[src/design/hcd_pkg.sv]
// shared constants and types for the hall commutation host controller
package hcd_pkg;

    // hall codes, first channel is the msb
    localparam logic [2:0] HCD_CODE_S0   = 3'h4;
    localparam logic [2:0] HCD_CODE_S1   = 3'h6;
    localparam logic [2:0] HCD_CODE_S2   = 3'h7;
    localparam logic [2:0] HCD_CODE_S3   = 3'h3;
    localparam logic [2:0] HCD_CODE_S4   = 3'h1;
    localparam logic [2:0] HCD_CODE_S5   = 3'h0;
    localparam logic [2:0] HCD_CODE_BADA = 3'h2;
    localparam logic [2:0] HCD_CODE_BADB = 3'h5;

    // phase driver masks, bit 0 is phase a
    localparam logic [2:0] HCD_PH_A    = 3'h1;
    localparam logic [2:0] HCD_PH_B    = 3'h2;
    localparam logic [2:0] HCD_PH_C    = 3'h4;
    localparam logic [2:0] HCD_PH_NONE = 3'h0;

    localparam int         HCD_CNT_W   = 24;
    localparam int         HCD_SYNC_W  = 4;
    localparam logic [HCD_CNT_W-1:0] HCD_CNT_MAX  = 24'hffffff;
    localparam logic [HCD_CNT_W-1:0] HCD_CNT_ZERO = 24'h000000;
    localparam logic [HCD_CNT_W-1:0] HCD_CNT_ONE  = 24'h000001;

    typedef enum logic [2:0] {
        HCD_IDLE  = 3'h1,
        HCD_RUN   = 3'h2,
        HCD_FAULT = 3'h4
    } hcd_state_t;

    // expected driver commands of the device for the present code
    typedef struct packed {
        logic [2:0] high_side_on;
        logic [2:0] low_side_on;
    } hcd_drv_t;

    // per channel source selection: which motor sensor, and inverted or not
    typedef struct packed {
        logic [1:0] src;
        logic       inv;
    } hcd_map_t;

    // differential drive of one set of hall pins
    typedef struct packed {
        logic [2:0] pos;
        logic [2:0] neg;
        logic [2:0] pos_ref;
    } hcd_hall_t;

    typedef struct packed {
        hcd_state_t           st;
        hcd_hall_t            hall;
        logic [2:0]           code;
        hcd_drv_t             drv;
        logic                 idx_prev;
        logic [HCD_CNT_W-1:0] cnt;
        logic [HCD_CNT_W-1:0] period;
        logic                 fault_seq;
        logic                 fault_code;
    } hcd_top_t;

    typedef struct packed {
        logic [HCD_SYNC_W-1:0] s1;
        logic [HCD_SYNC_W-1:0] s2;
        logic [HCD_SYNC_W-1:0] s3;
        logic [HCD_SYNC_W-1:0] level;
    } hcd_sync_t;

endpackage

[src/design/hcd_sync.sv]
// three-stage pin synchroniser, a change counts once stages two and three agree
`timescale 1ns/1ps
module hcd_sync (
    input  wire logic                          clk,   // system clock
    input  wire logic                          rst_n, // synchronised reset
    input  wire logic                          ce,    // clock enable
    input  wire logic [hcd_pkg::HCD_SYNC_W-1:0] din,  // raw pin levels
    output logic      [hcd_pkg::HCD_SYNC_W-1:0] dout  // filtered levels
);
    import hcd_pkg::*;

    hcd_sync_t s_reg;
    hcd_sync_t s_next;

    always_comb begin
        s_next = s_reg;
        if (ce) begin
            s_next.s1    = din;
            s_next.s2    = s_reg.s1;
            s_next.s3    = s_reg.s2;
            // stage one is never looked at here, only stages two and three
            s_next.level = (~(s_reg.s2 ^ s_reg.s3) & s_reg.s3)
                         | ((s_reg.s2 ^ s_reg.s3) & s_reg.level);
        end
    end

    always_ff @(posedge clk or negedge rst_n) begin
        if (!rst_n) begin
            s_reg <= '0;
        end else begin
            s_reg <= s_next;
        end
    end

    assign dout = s_reg.level;
endmodule

[src/design/hcd_host.sv]
// host controller that feeds hall codes to a brushless driver and watches it
//
// How it works
// - first input rises first, second 30 degrees later, third 30 more.
// - each sensor is high under one of two 90 degree windows 180 apart.
// - forward rotation follows the counter-clockwise code sequence.
// - inverted sensors go to the negative input, positive tied to reference.
`timescale 1ns/1ps
module hcd_host (
    input  wire logic                            CLK,          // 100 MHz clock
    input  wire logic                            ARST_N,       // async reset, active low
    input  wire logic                            CE,           // clock enable
    input  wire logic [2:0]                      MOTOR_SENSOR, // sensor pins a,b,c
    input  wire logic                            SPEED_FB,     // device speed pin level
    input  wire hcd_pkg::hcd_map_t [2:0]         CHAN_MAP,     // per channel source
    input  wire logic                            RUN_EN,       // request motor drive
    input  wire logic                            SEQ_CHECK_EN, // stop on bad step
    output logic      [2:0]                      HALL_POS,     // positive hall inputs
    output logic      [2:0]                      HALL_NEG,     // negative hall inputs
    output logic      [2:0]                      HALL_POS_REF, // pos pin on reference
    output logic                                 INHIBIT,      // device inhibit pin
    output hcd_pkg::hcd_drv_t                    EXPECT_DRV,   // predicted drivers
    output logic [hcd_pkg::HCD_CNT_W-1:0]        SPEED_PERIOD, // clocks per turn
    output logic                                 FAULT_SEQ,    // step out of order
    output logic                                 FAULT_CODE,   // unused code seen
    output logic                                 RUNNING       // drive enabled
);
    import hcd_pkg::*;

    logic       rst_meta;
    logic       rst_n;
    logic [3:0] sync_out;
    logic [2:0] sens;
    logic       idx;
    logic [2:0] raw;
    logic [2:0] code_now;
    hcd_top_t   t_reg;
    hcd_top_t   t_next;

    always_ff @(posedge CLK or negedge ARST_N) begin
        if (!ARST_N) begin
            rst_meta <= 1'b0;
            rst_n    <= 1'b0;
        end else begin
            rst_meta <= 1'b1;
            rst_n    <= rst_meta;
        end
    end

    hcd_sync u_sync (
        .clk   (CLK),
        .rst_n (rst_n),
        .ce    (CE),
        .din   ({SPEED_FB, MOTOR_SENSOR}),
        .dout  (sync_out)
    );

    assign sens = sync_out[2:0];
    assign idx  = sync_out[3];

    // motor sensors are re-ordered and inverted to build the device code
    genvar g;
    generate
        for (g = 0; g < 3; g = g + 1) begin : g_chan
            assign raw[g] = (CHAN_MAP[g].src == 2'h1) ? sens[1] :
                            (CHAN_MAP[g].src == 2'h2) ? sens[2] : sens[0];
            // channel 0 feeds the first input, the code msb
            assign code_now[2-g] = raw[g] ^ CHAN_MAP[g].inv;
        end
    endgenerate

    // forward successor in the counter-clockwise window order
    function automatic logic [2:0] next_fwd(input logic [2:0] c);
        case (c)
            HCD_CODE_S0: next_fwd = HCD_CODE_S1;
            HCD_CODE_S1: next_fwd = HCD_CODE_S2;
            HCD_CODE_S2: next_fwd = HCD_CODE_S3;
            HCD_CODE_S3: next_fwd = HCD_CODE_S4;
            HCD_CODE_S4: next_fwd = HCD_CODE_S5;
            HCD_CODE_S5: next_fwd = HCD_CODE_S0;
            default:     next_fwd = c;
        endcase
    endfunction

    // what the device is expected to switch on for a code
    function automatic hcd_drv_t decode(input logic [2:0] c, input logic inh);
        hcd_drv_t d;
        d = '0;
        case (c)
            HCD_CODE_S0: begin
                d.high_side_on = HCD_PH_C;
                d.low_side_on  = HCD_PH_A;
            end
            HCD_CODE_S1: begin
                d.high_side_on = HCD_PH_C;
                d.low_side_on  = HCD_PH_B;
            end
            HCD_CODE_S2: begin
                d.high_side_on = HCD_PH_A;
                d.low_side_on  = HCD_PH_B;
            end
            HCD_CODE_S3: begin
                d.high_side_on = HCD_PH_A;
                d.low_side_on  = HCD_PH_C;
            end
            HCD_CODE_S4: begin
                d.high_side_on = HCD_PH_B;
                d.low_side_on  = HCD_PH_C;
            end
            HCD_CODE_S5: begin
                d.high_side_on = HCD_PH_B;
                d.low_side_on  = HCD_PH_A;
            end
            default: begin
                d.high_side_on = HCD_PH_NONE;
                d.low_side_on  = HCD_PH_NONE;
            end
        endcase
        // the third phase gets neither side and floats
        d.low_side_on = d.low_side_on & ~d.high_side_on;
        if (inh) begin
            d = '0;
        end
        decode = d;
    endfunction

    always_comb begin
        logic code_bad;
        logic step_ok;
        code_bad = 1'b0;
        step_ok  = 1'b0;
        t_next   = t_reg;
        if (CE) begin
            code_bad = (code_now == HCD_CODE_BADA) || (code_now == HCD_CODE_BADB);
            step_ok  = (code_now == t_reg.code) || (code_now == next_fwd(t_reg.code));
            t_next.code = code_now;

            // inverted sensors drive the negative pin, positive held at reference
            t_next.hall.pos_ref = {CHAN_MAP[2].inv, CHAN_MAP[1].inv, CHAN_MAP[0].inv};
            t_next.hall.pos     = raw & ~t_next.hall.pos_ref;
            t_next.hall.neg     = raw & t_next.hall.pos_ref;

            case (t_reg.st)
                HCD_IDLE: begin
                    if (RUN_EN && !code_bad) begin
                        t_next.st = HCD_RUN;
                    end
                end
                HCD_RUN: begin
                    if (!RUN_EN) begin
                        t_next.st = HCD_IDLE;
                    end else if (code_bad) begin
                        t_next.st         = HCD_FAULT;
                        t_next.fault_code = 1'b1;
                    end else if (SEQ_CHECK_EN && !step_ok) begin
                        t_next.st        = HCD_FAULT;
                        t_next.fault_seq = 1'b1;
                    end
                end
                HCD_FAULT: begin
                    // faults hold the device inhibited until the run request drops
                    if (!RUN_EN) begin
                        t_next.st         = HCD_IDLE;
                        t_next.fault_seq  = 1'b0;
                        t_next.fault_code = 1'b0;
                    end
                end
                default: begin
                    t_next.st = HCD_IDLE;
                end
            endcase

            t_next.drv = decode(code_now, t_next.st != HCD_RUN);

            // open-collector feedback, rising edge marks one electrical turn
            t_next.idx_prev = idx;
            if (idx && !t_reg.idx_prev) begin
                t_next.period = t_reg.cnt;
                t_next.cnt    = HCD_CNT_ONE;
            end else if (t_reg.cnt != HCD_CNT_MAX) begin
                t_next.cnt = t_reg.cnt + HCD_CNT_ONE;
            end
        end
    end

    always_ff @(posedge CLK or negedge rst_n) begin
        if (!rst_n) begin
            t_reg        <= '0;
            t_reg.st     <= HCD_IDLE;
            t_reg.cnt    <= HCD_CNT_ZERO;
            t_reg.period <= HCD_CNT_ZERO;
        end else begin
            t_reg <= t_next;
        end
    end

    assign HALL_POS     = t_reg.hall.pos;
    assign HALL_NEG     = t_reg.hall.neg;
    assign HALL_POS_REF = t_reg.hall.pos_ref;
    assign INHIBIT      = (t_reg.st != HCD_RUN);
    assign EXPECT_DRV   = t_reg.drv;
    assign SPEED_PERIOD = t_reg.period;
    assign FAULT_SEQ    = t_reg.fault_seq;
    assign FAULT_CODE   = t_reg.fault_code;
    assign RUNNING      = (t_reg.st == HCD_RUN);
endmodule

[config.mk]
export PLATFORM = sky130hd
export DESIGN_NAME = hcd_host
export DESIGN_NICKNAME = d
export VERILOG_FILES = /design/src/design/hcd_pkg.sv /design/src/design/hcd_sync.sv /design/src/design/hcd_host.sv
export SDC_FILE = /design/constraint.sdc
export NUM_CORES = 1
export LEC_CHECK = 0
export ABC_AREA = 0
export BUFFER_PORTS_ARGS = -buffer_cell sky130_fd_sc_hd__clkbuf_2
export CAP_MARGIN = 0
export CORE_UTILIZATION = 35
export DETAILED_ROUTE_END_ITERATION = 16
export PLACE_DENSITY = 0.54
export SLEW_MARGIN = 20
export SYNTH_ARGS = -nofsm -noshare
export SYNTH_HDL_FRONTEND = slang
export SYNTH_HIERARCHICAL = 1
export SYNTH_SLANG_ARGS = --single-unit
export TNS_END_PERCENT = 50
[constraint.sdc]
create_clock -name CLK -period 3.7 [get_ports CLK]
set_input_delay 0.37 -clock CLK [delete_from_list [all_inputs] [get_ports CLK]]
set_output_delay 0.37 -clock CLK [all_outputs]
set_load 0.02 [all_outputs]
==> impl_metrics.toml <==
[timing]
hold_viol = 0
fin_skew_ps = 10.2
fin_tns_setup_ps = 0
layout_min_cycle_time_ps = 2550
worst_pin_slew_ps = 1040
fmax_mhz = 393
relSlewSlack = 0.301
rsz0062_at_grt = "no"
finalSetupViolCount = 0
period_share = 0.688
slew_violations = 0

[power_and_ir_drop]
clkPwrFrac = 0.321
peakVddDrop_uv = 233
p_switching_mw = 0.944
sequentialPowerShare = 0.443
p_int_mw = 1.94
cellLeakagePower_nw = 2.36
pwr-share-comb = 0.235
p_per_area_mw_per_mm2 = 566
switching_share = 0.327

[synthesis]
synth-edff-count = 0
ys_async_sr_fraction = 1.00
synth_top_family_by_area = "simple AND/OR/NAND/NOR gates"
yosysSeqAreaShare = 0.488
yosys_warnings = 6
synth-compound-area-share = 0.118
synth_fp_nets = 492
ys.flop_type = "dfrtp_1"
synth-simple-area-share = 0.208
synth_area_sq_mm = 0.00462
syn_inst = 467
synth-adder-area-share = 0.0190
synth_cell_type_count = 60
muxShareOfSynthArea = 0.0531
synth_xor_area_frac = 0.00948
avgSynthCellArea_sq_um = 9.89
ys_seq_elements = 90

[drt]
route.antenna.remaining_nets = 0
drc = 0
firstDrtPassIters = 4
drt_iter0_drc = 109
vias = 3212
wl_microns = 8850
wl_per_cell_microns = 13.4
viasPerCell = 4.86

[clocking]
insertion_delay_ps = 350
hold_buffers = 1
cts_root_buf = "clkbuf_16"
post_cts_resized = 0
clk_pin_slew_worst_paths_ps = 70
postCtsSetupBuffers = 0
cts_buffer_depth = 2
cts_tree = "built"
cts_htree_levels = 3
numCtsBuffers = 9
cts_sinks = 90

[global_route]
antenna_found_initial = 0
grt_overflow_total = 0
first_global_vias = 3009
grt_start_max_net_pins = 79
grt_pass1_wl_microns = 14900
grtUsageTotal = 0.142

[finish]
largest_reg_flops = 31
diodes = 0
finish.utilization = 0.401
drive_above_1_share = 0.249
instances_no_fill = 661
fin_nets = 509
area_growth_pct = 10.4
fillers = 1320

[placed_design]
hpwlAfterDp_microns = 6000
routabilityCongestion = 0.789
io_buffers = 60
placed_cells = 643

[floorplanning]
num_io_pins = 61
rows = 41
design.die.area_sq_mm = 0.0137
dieWidth_microns = 117
fp.dieH_microns = 117
coreArea_sq_mm = 0.0127
start_util = 0.363

[critical_path]
crit_required_ps = 3930
crit_arrival_ps = 2780
setup.worst_path.start_class = "flip-flop"
critical_path_class = "reg2reg"
endpoint_kind = "flip-flop"
crit_fanout = 12

[status]
status = "completed"

[min_path]
hold_class = "reg2async"

[run]
drv_cap = 0
final cells by class:
type	instances	area (sq um)	share of cell area
clock buffer	12	246	0.0484
clock inverter	4	51.3	0.0101
inverter	16	60.1	0.0118
multi-input combinational	300	1890	0.371
sequential	90	2260	0.443
tap	172	215	0.0422
timing repair buffer	67	375	0.0736
metal layers:
layer  vias to the layer above  global-route usage  part of all wire
li1                       1616                   -                 -
met1                      1544               0.195              0.49
met2                        39               0.215              0.46
met3                        13              0.0304             0.024
met4                         0              0.0684             0.020
met5                         -                   0                 0
worst max-delay path, cell delays in order (launching register included):
cell	delay, ps
dfrtp_1	410
o22ai_1	110
a31oi_1	240
ha_1	400
nand2b_1	220
a211o_1	280
a32oi_2	270
a31oi_2	210
o41ai_1	290
cells by family (layout without fill, tap and decap cells):
kind of cell | count (synthesis) | in the layout
AOI/OAI and AO/OA | 81 | 81
xor gates and xnor gates | 5 | 5
adders and majority gates | 7 | 7
buffers and inverters | 77 | 99
DFF | 90 | 90
muxes | 22 | 22
other | 1 | 1
and+or+nand+nor | 184 | 184
placed cells by master (no fill, tap or decap), types with 4 or more instances in the layout:
cell type / n
nand2_1: 97
dfrtp_1: 88
clkbuf_2: 60
a21oi_1: 22
mux2_2: 20
o21ai_0: 17
inv_1: 15
nor2_1: 11
nand3_1: 11
nand2b_1: 10
clkbuf_16: 9
or4_1: 8
o2bb2ai_1: 7
o31ai_1: 7
ha_1: 7
a31oi_1: 6
or3_1: 6
xnor2_1: 5
buf_4: 5
nand4_1: 4
nor2b_1: 4
nor4_1: 4
metrics by stage:
stage                     hold slack (ps)  setup WS, ps  cell area, sq um  total power, mW
after global routing                  251           931              5100             3.05
after global placement                156          1090              4760             1.96
final                                 236          1150              5100             2.89
after floorplan                      74.4          1010              4620             1.88
after detailed placement              157          1020              4760             1.98
after CTS                             245          1150              5060             2.92
final timing paths:
path / endpoint / slack, ps / cells past startpoint
setup / recovery: EXPECT_DRV[3] / 1150 / 8
hold / removal: SPEED_PERIOD[19] / 240 / 0
setup reg to reg: EXPECT_DRV[3] / 1150 / 8
hold reg to reg: SPEED_PERIOD[19] / 240 / 0
max in group asynchronous: t_reg[69] / 2830 / 1
min in group CLK: u_sync/s_reg[14] / 250 / 2
cells in the mapped netlist, drive strengths merged, types with 4 or more instances:
library cell,count,area share
a21oi,22,0.024
a31oi,7,0.011
and2,5,0.0076
and3,5,0.0098
buf,48,0.078
clkbuf,13,0.013
dfrtp,89,0.48
ha,7,0.019
inv,16,0.013
mux2,20,0.049
nand2,97,0.079
nand2b,10,0.014
nand3,13,0.018
nand4,5,0.010
nor2,13,0.012
nor2b,4,0.0054
nor4,6,0.011
o21ai,17,0.018
o2bb2ai,7,0.013
o31ai,7,0.011
or3,6,0.0081
or4,8,0.013
xnor2,5,0.0095
power by group through the flow:
stage	clock, mW	sequential, mW	combinational [mW]
finish	0.928	1.28	0.679
CTS	0.950	1.29	0.674
detailed placement	0	1.31	0.671
global placement	0	1.30	0.654
global route	0.987	1.31	0.755
floorplan	0	1.27	0.604
Power figures use the tool's default switching activity.
